--- config.mk ---
export PLATFORM = sky130hd
export DESIGN_NAME = regulator_supervisor_sequencer
export DESIGN_NICKNAME = d
export VERILOG_FILES = /design/src/verilog/rail_supervisor_pkg.sv /design/src/verilog/regulator_supervisor_sequencer.sv
export SDC_FILE = /design/constraint.sdc
export NUM_CORES = 1
export LEC_CHECK = 0
export BUFFER_PORTS_ARGS = -buffer_cell sky130_fd_sc_hd__buf_2
export CAP_MARGIN = 15
export CORE_ASPECT_RATIO = 0.8
export CORE_UTILIZATION = 51
export CTS_BUF_LIST = sky130_fd_sc_hd__clkbuf_4
export DETAILED_ROUTE_END_ITERATION = 10
export HOLD_SLACK_MARGIN = 0.06
export PLACE_DENSITY = 0.79
export SYNTH_ARGS = -nofsm -noshare
export SYNTH_HDL_FRONTEND = slang
export SYNTH_SLANG_ARGS = --single-unit
--- constraint.sdc ---
create_clock -name clk_in -period 2.85 [get_ports clk_in]
set_input_delay 0.57 -clock clk_in [delete_from_list [all_inputs] [get_ports clk_in]]
set_output_delay 0.57 -clock clk_in [all_outputs]
set_load 0.01 [all_outputs]
--- src/verilog/rail_supervisor_pkg.sv ---
package rail_supervisor_pkg;
  // one bit per supervised rail
  typedef struct packed {
    logic main;
    logic core;
    logic lin1;
    logic lin2;
  } rail_set_type;

  typedef enum logic [2:0] {
    ST_OFF   = 3'b000,
    ST_UP1   = 3'b001,
    ST_RUN   = 3'b010,
    ST_WARN  = 3'b011,
    ST_DOWN1 = 3'b100
  } seq_state_type;

  // register byte offsets
  localparam logic [7:0] MAIN_CFG_OFS = 8'h00;
  localparam logic [7:0] CORE_CFG_OFS = 8'h04;
  localparam logic [7:0] LIN_CFG_OFS  = 8'h08;
  localparam logic [7:0] STATUS_OFS   = 8'h0C;
  localparam logic [7:0] MASK_OFS     = 8'h10;
  localparam logic [7:0] UNDERVOLTAGE_LOCKOUT_OFS     = 8'h14;

  // converter config field positions
  localparam int VSEL_LSB  = 0;
  localparam int CONV_EN   = 4;
  localparam int DISCH_EN  = 5;
  localparam int FORCED_PWM_BIT_BIT  = 7;
  // linear config field positions
  localparam int LIN1_LSB  = 0;
  localparam int LIN1_EN   = 3;
  localparam int LIN2_LSB  = 4;
  localparam int LIN2_EN   = 7;
  // status field positions
  localparam int PG_LSB    = 0;
  localparam int PG_PEND   = 4;
  localparam int COV_PEND  = 5;
  localparam int SHUT_BIT  = 6;
  localparam int SEQ_BIT   = 7;

  // voltage codes and reset values
  localparam logic [3:0] MAIN_1V8_CODE = 4'h1;
  localparam logic [3:0] MAIN_3V3_CODE = 4'h7;
  localparam logic [3:0] CORE_1V3_CODE = 4'h3;
  localparam logic [3:0] CORE_1V6_CODE = 4'h6;
  localparam logic [3:0] UNDERVOLTAGE_LOCKOUT_2V75_CODE = 4'h5;
  localparam logic [7:0] CONV_CFG_RST  = 8'h10;
  localparam logic [7:0] LIN_CFG_RST   = 8'h88;
  localparam logic [1:0] MASK_RST      = 2'h0;

  // timing
  localparam int CLK_PERIOD_NS = 8;
  localparam int UNDERVOLTAGE_LOCKOUT_DELAY_NS = 10000;
  localparam int OT_DELAY_NS   = 10000;
  localparam int STEP_TIME_US  = 100;
  localparam logic [15:0] UNDERVOLTAGE_LOCKOUT_DELAY_CYC = 16'((UNDERVOLTAGE_LOCKOUT_DELAY_NS + CLK_PERIOD_NS - 1) / CLK_PERIOD_NS);
  localparam logic [15:0] OT_DELAY_CYC   = 16'((OT_DELAY_NS + CLK_PERIOD_NS - 1) / CLK_PERIOD_NS);
  localparam int STEP_CYC = (STEP_TIME_US * 1000 + CLK_PERIOD_NS - 1) / CLK_PERIOD_NS;
  localparam logic [1:0] STRAP_WAIT = 2'h3;
endpackage

--- src/verilog/regulator_supervisor_sequencer.sv ---
// Decided for this implementation: register access over Wishbone and the address map.
`timescale 1ns/1ps
// Summary of operation
// - output discharge off after reset, enabled per converter by its config register.
// - discharge load switched on when an enabled converter is shut down by fault.
// - per-rail power-good bad below -10%, good again only above -5%.
// - all four power-good states readable in the rail health status register.
// - maskable interrupt when any monitored rail drops below its threshold.
// - main and core monitors inactive while that converter is disabled.
// - power-on reset output follows main rail power-good.
// - main and core converters shut down on overtemperature.
// - overtemperature acts only with forced PWM or load-driven PWM operation.
// - both linear regulators enabled after reset.
// - host enables and sets voltage of linear regulators via config register.
// - both linear regulators monitored into status and interrupt.
// - second linear regulator monitor suppressed while it is disabled.
// - undervoltage threshold resets to the 2.75 V code.
// - host may rewrite undervoltage threshold; the new value drives comparison.
// - supply low: power-fail low at once, ordered disable after fixed delay.
// - overtemperature: same sequence after its own delay.
// - automatic restart once the fault has cleared.
// - strap 0: core up first, down last; strap 1: main first.
// - core default 1.3 V with strap low, 1.6 V with strap high.
// - main default 1.8 V with strap low, 3.3 V with strap high.
// - falling cover: interrupt, power-fail low, converters off, linears low power.
// - power-fail held low while power-on reset is low.
module regulator_supervisor_sequencer
  import rail_supervisor_pkg::*;
#(
  parameter int STEP_CYCLES = STEP_CYC
) (
  input  wire logic         clk_in,
  input  wire logic         sys_rst_in,
  input  wire logic         wb_cyc_in,
  input  wire logic         wb_stb_in,
  input  wire logic         wb_we_in,
  input  wire logic [7:0]   wb_adr_in,
  input  wire logic [3:0]   wb_sel_in,
  input  wire logic [31:0]  wb_dat_in,
  output logic      [31:0]  wb_dat_out,
  output logic              wb_ack_out,
  input  wire rail_set_type rail_below_in,
  input  wire rail_set_type rail_above_in,
  input  wire logic         supply_low_in,
  input  wire logic         overtemp_in,
  input  wire logic         pwm_load_in,
  input  wire logic         battery_cover_in,
  input  wire logic         sequence_order_strap_in,
  input  wire logic         core_default_strap_in,
  input  wire logic         main_default_strap_in,
  output rail_set_type      rail_enable_out,
  output logic      [1:0]   discharge_out,
  output logic              lin_low_power_out,
  output logic      [3:0]   main_vsel_out,
  output logic      [3:0]   core_vsel_out,
  output logic      [2:0]   lin1_vsel_out,
  output logic      [2:0]   lin2_vsel_out,
  output logic      [3:0]   undervoltage_lockout_threshold_out,
  output logic              power_fail_n_out,
  output logic              power_on_reset_n_out,
  output logic              irq_out
);

  // elaboration check: step count must fit the 16-bit counter
  if (STEP_CYCLES < 1 || STEP_CYCLES > 65535) begin
    $error("STEP_CYCLES out of range");
  end

  logic [14:0]   sync1_ff;
  logic [14:0]   sync2_ff;
  rail_set_type  below_s;
  rail_set_type  above_s;
  logic          uv_s;
  logic          ot_s;
  logic          pwm_s;
  logic          cover_s;
  logic [2:0]    strap_s;
  logic [7:0]    main_cfg_ff;
  logic [7:0]    core_cfg_ff;
  logic [7:0]    lin_cfg_ff;
  logic [3:0]    undervoltage_lockout_ff;
  logic [1:0]    mask_ff;
  logic          seq_ff;
  logic [1:0]    strap_cnt_ff;
  logic          strap_done_ff;
  rail_set_type  pg_ff;
  rail_set_type  mon;
  rail_set_type  nxt_pg;
  logic          pg_pend_ff;
  logic          cov_pend_ff;
  logic          cover_d_ff;
  logic          pg_fall;
  logic          cover_fall;
  seq_state_type state_ff;
  logic [15:0]   cnt_ff;
  logic          first_on_ff;
  logic          second_on_ff;
  logic          shut_ff;
  logic          ot_q;
  logic          fault;
  logic          main_on;
  logic          core_on;
  logic          req;
  logic          wr;
  logic [7:0]    rd;
  logic [7:0]    status;
  logic [7:0]    wdat;

  // two-flop synchronisers for all pins but the bus and reset
  always_ff @(posedge clk_in) begin
    if (sys_rst_in) begin
      sync1_ff <= 15'h0008; // cover bit idles high, no false fall
      sync2_ff <= 15'h0008;
    end else begin
      sync1_ff <= {rail_below_in, rail_above_in, supply_low_in, overtemp_in, pwm_load_in,
                   battery_cover_in, sequence_order_strap_in, core_default_strap_in,
                   main_default_strap_in};
      sync2_ff <= sync1_ff;
    end
  end

  assign below_s = sync2_ff[14:11];
  assign above_s = sync2_ff[10:7];
  assign uv_s    = sync2_ff[6];
  assign ot_s    = sync2_ff[5];
  assign pwm_s   = sync2_ff[4];
  assign cover_s = sync2_ff[3];
  assign strap_s = sync2_ff[2:0];

  // bus decode
  assign req  = wb_cyc_in & wb_stb_in;
  assign wr   = req & wb_we_in & wb_ack_out & wb_sel_in[0];
  assign wdat = wb_dat_in[7:0];

  // ack one cycle after request, dropped next cycle
  always_ff @(posedge clk_in) begin
    if (sys_rst_in) begin
      wb_ack_out <= 1'b0;
      wb_dat_out <= 32'h0000_0000;
    end else begin
      wb_ack_out <= req & ~wb_ack_out;
      if (req & ~wb_ack_out) begin
        wb_dat_out <= {24'h00_0000, rd};
      end
    end
  end

  assign status = {seq_ff, shut_ff, cov_pend_ff, pg_pend_ff, pg_ff};

  // read mux, unmapped reads zero
  always_comb begin
    case (wb_adr_in)
      MAIN_CFG_OFS: rd = main_cfg_ff;
      CORE_CFG_OFS: rd = core_cfg_ff;
      LIN_CFG_OFS:  rd = lin_cfg_ff;
      STATUS_OFS:   rd = status;
      MASK_OFS:     rd = {6'h00, mask_ff};
      UNDERVOLTAGE_LOCKOUT_OFS:     rd = {4'h0, undervoltage_lockout_ff};
      default:      rd = 8'h00;
    endcase
  end

  // strap capture a few cycles after reset release
  always_ff @(posedge clk_in) begin
    if (sys_rst_in) begin
      strap_cnt_ff  <= 2'h0;
      strap_done_ff <= 1'b0;
      seq_ff        <= 1'b0;
    end else if (!strap_done_ff) begin
      strap_cnt_ff <= strap_cnt_ff + 2'h1;
      if (strap_cnt_ff == STRAP_WAIT) begin
        strap_done_ff <= 1'b1;
        seq_ff        <= strap_s[2];
      end
    end
  end

  // converter config registers
  always_ff @(posedge clk_in) begin
    if (sys_rst_in) begin
      main_cfg_ff <= CONV_CFG_RST;
      core_cfg_ff <= CONV_CFG_RST;
    end else if (!strap_done_ff && strap_cnt_ff == STRAP_WAIT) begin
      main_cfg_ff[VSEL_LSB +: 4] <= strap_s[0] ? MAIN_3V3_CODE : MAIN_1V8_CODE;
      core_cfg_ff[VSEL_LSB +: 4] <= strap_s[1] ? CORE_1V6_CODE : CORE_1V3_CODE;
    end else if (wr) begin
      if (wb_adr_in == MAIN_CFG_OFS) begin
        main_cfg_ff <= wdat;
      end
      if (wb_adr_in == CORE_CFG_OFS) begin
        core_cfg_ff <= wdat;
      end
    end
  end

  // linear, threshold and mask registers
  always_ff @(posedge clk_in) begin
    if (sys_rst_in) begin
      lin_cfg_ff <= LIN_CFG_RST;
      undervoltage_lockout_ff    <= UNDERVOLTAGE_LOCKOUT_2V75_CODE;
      mask_ff    <= MASK_RST;
    end else if (wr) begin
      if (wb_adr_in == LIN_CFG_OFS) begin
        lin_cfg_ff <= wdat;
      end
      if (wb_adr_in == UNDERVOLTAGE_LOCKOUT_OFS) begin
        undervoltage_lockout_ff <= wdat[3:0];
      end
      if (wb_adr_in == MASK_OFS) begin
        mask_ff <= wdat[1:0];
      end
    end
  end

  // which monitors are live
  assign main_on  = rail_enable_out.main;
  assign core_on  = rail_enable_out.core;
  assign mon.main = main_on;
  assign mon.core = core_on;
  assign mon.lin1 = 1'b1;
  assign mon.lin2 = rail_enable_out.lin2;

  // hysteresis latch per rail; inactive monitor reads not good
  always_comb begin
    for (int i = 0; i < 4; i++) begin
      if (!mon[i]) begin
        nxt_pg[i] = 1'b0;
      end else if (below_s[i]) begin
        nxt_pg[i] = 1'b0;
      end else if (above_s[i]) begin
        nxt_pg[i] = 1'b1;
      end else begin
        nxt_pg[i] = pg_ff[i];
      end
    end
  end

  assign pg_fall    = |(pg_ff & mon & ~nxt_pg);
  assign cover_fall = cover_d_ff & ~cover_s;

  // power-good state and pending flags, set beats clear
  always_ff @(posedge clk_in) begin
    if (sys_rst_in) begin
      pg_ff       <= 4'h0;
      pg_pend_ff  <= 1'b0;
      cov_pend_ff <= 1'b0;
      cover_d_ff  <= 1'b1;
    end else begin
      pg_ff      <= nxt_pg;
      cover_d_ff <= cover_s;
      pg_pend_ff <= pg_fall | (pg_pend_ff & ~(wr && wb_adr_in == STATUS_OFS && wdat[PG_PEND]));
      cov_pend_ff <= cover_fall | (cov_pend_ff & ~(wr && wb_adr_in == STATUS_OFS && wdat[COV_PEND]));
    end
  end

  // interrupt, mask bit high blocks its source
  always_ff @(posedge clk_in) begin
    if (sys_rst_in) begin
      irq_out <= 1'b0;
    end else begin
      irq_out <= (pg_pend_ff & ~mask_ff[0]) | (cov_pend_ff & ~mask_ff[1]);
    end
  end

  assign ot_q  = ot_s & (main_cfg_ff[FORCED_PWM_BIT_BIT] | pwm_s);
  assign fault = uv_s | ot_q;

  // shutdown and restart sequencer
  always_ff @(posedge clk_in) begin
    if (sys_rst_in) begin
      state_ff     <= ST_OFF;
      cnt_ff       <= 16'h0000;
      first_on_ff  <= 1'b0;
      second_on_ff <= 1'b0;
      shut_ff      <= 1'b0;
    end else begin
      case (state_ff)
        ST_OFF: begin
          if (strap_done_ff && !fault && cover_s) begin
            first_on_ff <= 1'b1;
            shut_ff     <= 1'b0;
            cnt_ff      <= 16'(STEP_CYCLES);
            state_ff    <= ST_UP1;
          end
        end
        ST_UP1, ST_RUN: begin
          if (!cover_s) begin
            first_on_ff  <= 1'b0;
            second_on_ff <= 1'b0;
            shut_ff      <= 1'b1;
            state_ff     <= ST_OFF;
          end else if (fault) begin
            cnt_ff   <= uv_s ? UNDERVOLTAGE_LOCKOUT_DELAY_CYC : OT_DELAY_CYC;
            state_ff <= ST_WARN;
          end else if (state_ff == ST_UP1) begin
            if (cnt_ff <= 16'h0001) begin
              second_on_ff <= 1'b1;
              state_ff     <= ST_RUN;
            end else begin
              cnt_ff <= cnt_ff - 16'h0001;
            end
          end
        end
        ST_WARN: begin
          if (cnt_ff <= 16'h0001) begin
            second_on_ff <= 1'b0;
            shut_ff      <= 1'b1;
            cnt_ff       <= 16'(STEP_CYCLES);
            state_ff     <= ST_DOWN1;
          end else begin
            cnt_ff <= cnt_ff - 16'h0001;
          end
        end
        ST_DOWN1: begin
          if (cnt_ff <= 16'h0001) begin
            first_on_ff <= 1'b0;
            state_ff    <= ST_OFF;
          end else begin
            cnt_ff <= cnt_ff - 16'h0001;
          end
        end
        default: begin
          state_ff <= ST_OFF;
        end
      endcase
    end
  end

  // rail enables: strap 0 puts core first, strap 1 main first
  always_ff @(posedge clk_in) begin
    if (sys_rst_in) begin
      rail_enable_out   <= 4'h0;
      lin_low_power_out <= 1'b0;
    end else begin
      rail_enable_out.main <= main_cfg_ff[CONV_EN] & cover_s &
                              (seq_ff ? first_on_ff : second_on_ff);
      rail_enable_out.core <= core_cfg_ff[CONV_EN] & cover_s &
                              (seq_ff ? second_on_ff : first_on_ff);
      rail_enable_out.lin1 <= lin_cfg_ff[LIN1_EN] & second_on_ff;
      rail_enable_out.lin2 <= lin_cfg_ff[LIN2_EN] & second_on_ff;
      lin_low_power_out    <= ~cover_s;
    end
  end

  // discharge loads after a fault-driven disable
  always_ff @(posedge clk_in) begin
    if (sys_rst_in) begin
      discharge_out <= 2'h0;
    end else begin
      discharge_out[0] <= main_cfg_ff[DISCH_EN] & shut_ff & ~rail_enable_out.main;
      discharge_out[1] <= core_cfg_ff[DISCH_EN] & shut_ff & ~rail_enable_out.core;
    end
  end

  // voltage selections and threshold to the analog side
  always_ff @(posedge clk_in) begin
    if (sys_rst_in) begin
      main_vsel_out      <= MAIN_1V8_CODE;
      core_vsel_out      <= CORE_1V3_CODE;
      lin1_vsel_out      <= LIN_CFG_RST[LIN1_LSB +: 3];
      lin2_vsel_out      <= LIN_CFG_RST[LIN2_LSB +: 3];
      undervoltage_lockout_threshold_out <= UNDERVOLTAGE_LOCKOUT_2V75_CODE;
    end else begin
      main_vsel_out      <= main_cfg_ff[VSEL_LSB +: 4];
      core_vsel_out      <= core_cfg_ff[VSEL_LSB +: 4];
      lin1_vsel_out      <= lin_cfg_ff[LIN1_LSB +: 3];
      lin2_vsel_out      <= lin_cfg_ff[LIN2_LSB +: 3];
      undervoltage_lockout_threshold_out <= undervoltage_lockout_ff;
    end
  end

  // reset and power-fail pins
  always_ff @(posedge clk_in) begin
    if (sys_rst_in) begin
      power_on_reset_n_out <= 1'b0;
      power_fail_n_out     <= 1'b0;
    end else begin
      power_on_reset_n_out <= pg_ff.main;
      power_fail_n_out     <= ~fault & cover_s & (state_ff != ST_WARN) &
                              (state_ff != ST_DOWN1) & power_on_reset_n_out & pg_ff.main;
    end
  end

endmodule

---- After elaboration in Yosys (flattened, before gate mapping) ----
Cells that the tools add are included.
storage, ports and cells
  flip-flop bits (word level) ............. 130
  bits of input ports ..................... 64
  output and inout bits ................... 61
  word-level logic and storage cells ...... 194
operators by class
  add/subtract/negate cells ............... 2
  magnitude comparators ................... 1
  equal/unequal tests ..................... 23
  mux-type cells .......................... 51
  bitwise logic cells ..................... 45
  reduce and logical (&&, ||, !) cells .... 32
operators by type and width
  cell                                                             count
  two-way mux 16 bit                                               6
  case mux 16 bit (4 select lines)                                 1
  case mux 8 bit (6 select lines)                                  1
  two-way mux 3 bit                                                9
  bitwise AND 1 bit                                                26
  two-way mux 1 bit                                                24
  two-way mux 4 bit                                                6
  == test 8 x 4 -> 1 bit, second input constant                    2
  == test 8 x 5 -> 1 bit, second input constant                    2
  less-or-equal comparator 16 x 1 -> 1 bit, second input constant  1
  subtractor 16 x 1 -> 16 bit, second input constant               1
  != test 3 bit, second input constant                             5
  case mux 3 bit (4 select lines)                                  1
  AND reduction 2 bit                                              6
  AND reduction 4 bit                                              3
  NOT 1 bit                                                        11
  != test 2 bit, second input constant                             5
  AND reduction 5 bit                                              2
  bitwise AND 4 bit                                                2
  == test 8 x 3 -> 1 bit, second input constant                    1
  logical NOT 8 bit                                                1
  != test 4 bit, second input constant                             2
  nonzero test 2 bit                                               4
  == test 3 x 2 -> 1 bit, second input constant                    2
  17 further kinds                                                 30

---- Logic depth before layout (Yosys ltp) ----
  depth in word-level cells ............... 9
  mapped depth ............................ 12

---- Worst setup path before layout ----
Ideal clock, no wire load.
  kind .................................... register -> register
  start point ............................. register cnt_ff[2]
  end point ............................... register cnt_ff[0]
  setup time .............................. 128 ps
  arrival ................................. 2303 ps
  required time ........................... 2722 ps
  path slack .............................. 419 ps
  stages on the path, launching flop included .. 11
  buffers on the path ..................... 1
  period minus slack after synthesis ...... 2431 ps
  cells stage by stage .................... dfxtp_1 or4_4 or2_4 nor2_8 inv_2 buf_6 ha_1 o31ai_1 a211o_1 a22oi_1 nor2_1
on the way
  word-level cells in the longest chain between the ends .. 6
ends and longest elaborated chain
  item                                          RTL line                                                                                                             text
  start: declaration                            regulator_supervisor_sequencer.sv:95                                                                                 logic [15:0] cnt_ff;
  start signal: assignment                      regulator_supervisor_sequencer.sv:282                                                                                cnt_ff <= 16'(STEP_CYCLES);
  start signal: assignment                      regulator_supervisor_sequencer.sv:293                                                                                cnt_ff <= uv_s ? UNDERVOLTAGE_LOCKOUT_DELAY_CYC : OT_DELAY_CYC;
  start signal: assignment                      regulator_supervisor_sequencer.sv:300                                                                                cnt_ff <= cnt_ff - 16'h0001;
  less-or-equal comparator 16 x 1 -> 1 bit (*)  regulator_supervisor_sequencer.sv:296, regulator_supervisor_sequencer.sv:305, regulator_supervisor_sequencer.sv:315
  two-way mux 16 bit (4 in series)              --
  case mux 16 bit (4 select lines) (*)          regulator_supervisor_sequencer.sv:277                                                                                case (state_ff)
Every way passes the cells marked *; elsewhere a longest branch is shown, timed or not. The select of a mux whose other input is x is not followed.
A chain may end at the register's enable or synchronous reset.

---- Worst setup path after layout ----
  start point ............................. register cnt_ff[2]
  end point ............................... register cnt_ff[8]
on the way
  word-level cells in the longest chain between the ends .. 6
ends and longest elaborated chain
  item                                                                                            RTL line                                                                      text
  subtractor 16 x 1 -> 16 bit / less-or-equal comparator 16 x 1 -> 1 bit (equally long branches)  --
  two-way mux 16 bit                                                                              regulator_supervisor_sequencer.sv:296, regulator_supervisor_sequencer.sv:315
  two-way mux 16 bit                                                                              regulator_supervisor_sequencer.sv:295                                         end else if (state_ff == ST_UP1) begin
  two-way mux 16 bit                                                                              regulator_supervisor_sequencer.sv:292                                         end else if (fault) begin
  two-way mux 16 bit                                                                              regulator_supervisor_sequencer.sv:287                                         if (!cover_s) begin
  case mux 16 bit (4 select lines) (*)                                                            regulator_supervisor_sequencer.sv:277
Marked as above.

==> results_dict.tcl <==
set metrics [dict create \
    hold_viol 0 \
    rr_worst_depth 7 \
    synth_edf_count 0 \
    fin_crit_sh_pct 89.1 \
    h-tree-depth 4 \
    max_cap_violations 0 \
    yosys_warnings 0 \
    path_max_fanout 22 \
    clk_latency_ns 0.52 \
    multiInputGateArea_sq_um 2630 \
    yosysUniqueCellTypes 67 \
    grt_max_degree 42 \
    power.leakage_nw 2.67 \
    synthCells 607 \
    drv_slew 0 \
    drc 0 \
    gp_congestion 0.866 \
    hp-class "in -> reg" \
    routedWlPerCell_um 14.8 \
    wirelength_mm 12.3 \
    dieHeight_um 94.8 \
    ys_ff_latch 130 \
    antenna_found_initial 0 \
    irDropWorstVdd_v 0.000480 \
    drt_pass1_iterations 6 \
    clkSinkCount 130 \
    end_kind "flop" \
    post_cts_resized 0 \
    dp.final_hpwl_mm 8.90 \
    rows 33 \
    slew_headroom_pct 54.6 \
    overflow 0 \
    crit_required_ns 3.23 \
    grt_first_pass_wirelength_mm 20.0 \
    vias_per_cell 5.42 \
    die-area_sq_um 11200 \
    synthFlopType "dfxtp_1" \
    tritoncts "done" \
    rsz0062_at_grt "no" \
    vias 4510 \
    root_buffer "clkbuf_4" \
    finalSetupTns_ns 0 \
    worst_pin_slew_ns 0.681 \
    synth_area_per_cell_sq_um 9.05 \
    initial_core_util_pct 53.0 \
    hold_buffers 0 \
    cts_buffer_depth 2 \
    n_fill_cell 909 \
    drtIter0Drc 452 \
    crit_type "reg -> reg" \
    clk_pin_slew_worst_paths_ns 0.11 \
    synthToLayoutAreaGrowth_pct 13.1 \
    drive_gt1_share_pct 20.7 \
    cts_buffers 17 \
    regArea_sq_um 2600 \
    nNetsFinal 747 \
    core_sq_um 10400 \
    arrival_ns 2.92 \
    ys_seq_area_share_pct 47.4 \
    io_buffers 73 \
    utilization_pct 60.0 \
    ioPinCount 125 \
    start_kind "flop" \
    async_flop_share_pct 0 \
    skew_ns 0.0193 \
    status "finished clean" \
    syn_area_sq_um 5490 \
    p_per_area_nw_per_um2 688 \
    fmax_mhz 394 \
    diodes 0 \
    die_w_um 118 \
    hold_depth 2 \
    grt_pass1_vias 4025 \
    track_usage_pct 23.0 \
    post-cts-setup-buffer-count 0 \
    finalSetupViolCount 0 \
    ant_nets 0 \
    min_period_ns 2.54 \
]
==> flip-flops by register name, indices dropped and copies added (netlist names), 2 cells and up <==
name / count
state_ff: 3
lin_cfg_ff: 8
discharge_out: 2
main_vsel_out: 4
mask_ff: 2
cnt_ff: 16
lin2_vsel_out: 3
strap_cnt_ff: 2
sync2_ff: 15
main_cfg_ff: 8
core_cfg_ff: 8
rail_enable_out: 2
wb_dat_out: 8
lin1_vsel_out: 3
undervoltage_lockout_ff: 4
pg_ff: 4
sync1_ff: 15
core_vsel_out: 4
undervoltage_lockout_threshold_out: 4
==> stage by stage <==
| step | instances | setup slack (ns) | power [W] | instance area [sq um] | hold slack (ns) |
|---|---|---|---|---|---|
| after detailed placement | 800 | 0.207 | 0.00292 | 5890 | 0.400 |
| final | 832 | 0.311 | 0.00428 | 6210 | 0.235 |
| after global placement | 800 | 0.268 | 0.00287 | 5890 | 0.392 |
| after CTS | 832 | 0.289 | 0.00429 | 6210 | 0.199 |
| after floorplan | 630 | 0.419 | 0.00273 | 5580 | 0.389 |
| after global routing | 832 | 0.155 | 0.00450 | 6210 | 0.192 |
==> cell usage after synthesis, types with 3 or more instances <==
library cell | number | area share, %
dfxtp_1 | 130 | 47
nor2_1 | 63 | 4.3
nand2_1 | 50 | 3.4
nor2b_1 | 49 | 5.6
a21oi_1 | 33 | 3.0
mux2i_1 | 29 | 5.3
buf_4 | 27 | 3.7
nand3_1 | 24 | 2.2
o21ai_0 | 23 | 2.1
clkbuf_1 | 19 | 1.3
nor3_1 | 16 | 1.5
xnor2_1 | 9 | 1.4
o211ai_1 | 8 | 1.1
or2_2 | 8 | 0.91
or3_1 | 7 | 0.80
inv_1 | 6 | 0.41
buf_1 | 5 | 0.34
nand2b_1 | 5 | 0.57
nand4_1 | 5 | 0.57
nor4_1 | 5 | 0.57
a211oi_1 | 4 | 0.55
a22oi_1 | 4 | 0.55
a31oi_1 | 4 | 0.46
buf_2 | 4 | 0.36
ha_1 | 4 | 0.91
mux2_2 | 4 | 0.82
nor4b_1 | 4 | 0.64
o31ai_1 | 4 | 0.55
a222oi_1 | 3 | 0.55
xor2_1 | 3 | 0.48
==> placed cells by master, fill, tap and decap left out, types with 7 or more instances in the layout <==
master / Yosys / final
a21oi_1: 33 / 33
nor3_1: 16 / 16
or3_1: 7 / 7
nand2_1: 50 / 50
clkbuf_4: 0 / 18
dfxtp_1: 130 / 130
buf_4: 27 / 13
mux2i_1: 29 / 29
xnor2_1: 9 / 9
nor2_1: 63 / 63
buf_2: 4 / 73
conb_1: 1 / 24
or2_2: 8 / 8
o211ai_1: 8 / 8
o21ai_0: 23 / 23
nor2b_1: 49 / 49
nand3_1: 24 / 24
==> cell type report <==
class	instances	area share [%]
clock buffer	18	2.17
clock inverter	14	3.00
inverter	7	0.423
multi-input combinational	437	42.2
sequential	130	41.9
tap	140	2.82
timing repair buffer	86	7.45
==> routing by layer <==
layer	track usage [%]	vias to the layer above	share of wire, %
met4	8.76	0	1.7
met3	5.86	23	8.3
met5	0	-	0
met1	31.8	2081	46
met2	34.5	193	44
li1	-	2213	-
==> kinds of logic (layout without fill, tap and decap cells) <==
logic type	after synthesis	in the layout	share of synthesized area, %
compound gates	104	104	12.1
xor+xnor	12	12	1.91
fa+ha+maj	4	4	0.911
buf+inv	63	125	6.38
flops	130	130	47.4
mux	33	33	6.11
other cells	1	24	0.0683
simple gates	260	260	25.2
==> critical path: stages, from the launching register on <==
cell and delay, ns:
dfxtp_1 0.40, or4_4 0.60, or2_4 0.31, nor2_8 0.12
buf_4 0.27, o21ai_0 0.13, o21ai_1 0.47, nor2_1 0.11
==> power breakdown <==
group | internal, W | total (W) | switching [W] | leakage (nW)
clock | 0.000703 | 0.00138 | 0.000680 | 0.162
combinational | 0.000355 | 0.000927 | 0.000571 | 1.45
sequential | 0.00190 | 0.00197 | 0.0000717 | 1.06
total | 0.00295 | 0.00428 | 0.00132 | 2.67
==> path summary, 6_finish.rpt <==
| check | start | end | slack, ns |
|---|---|---|---|
| worst max-delay path | cnt_ff[2] | cnt_ff[8] | 0.31 |
| worst min-delay path | battery_cover_in | sync1_ff[3] | 0.23 |
| worst max register to register | cnt_ff[2] | cnt_ff[8] | 0.31 |
| worst min register to register | sync2_ff[11] | pg_ff[0] | 0.41 |
Power figures use the tool's default switching activity.
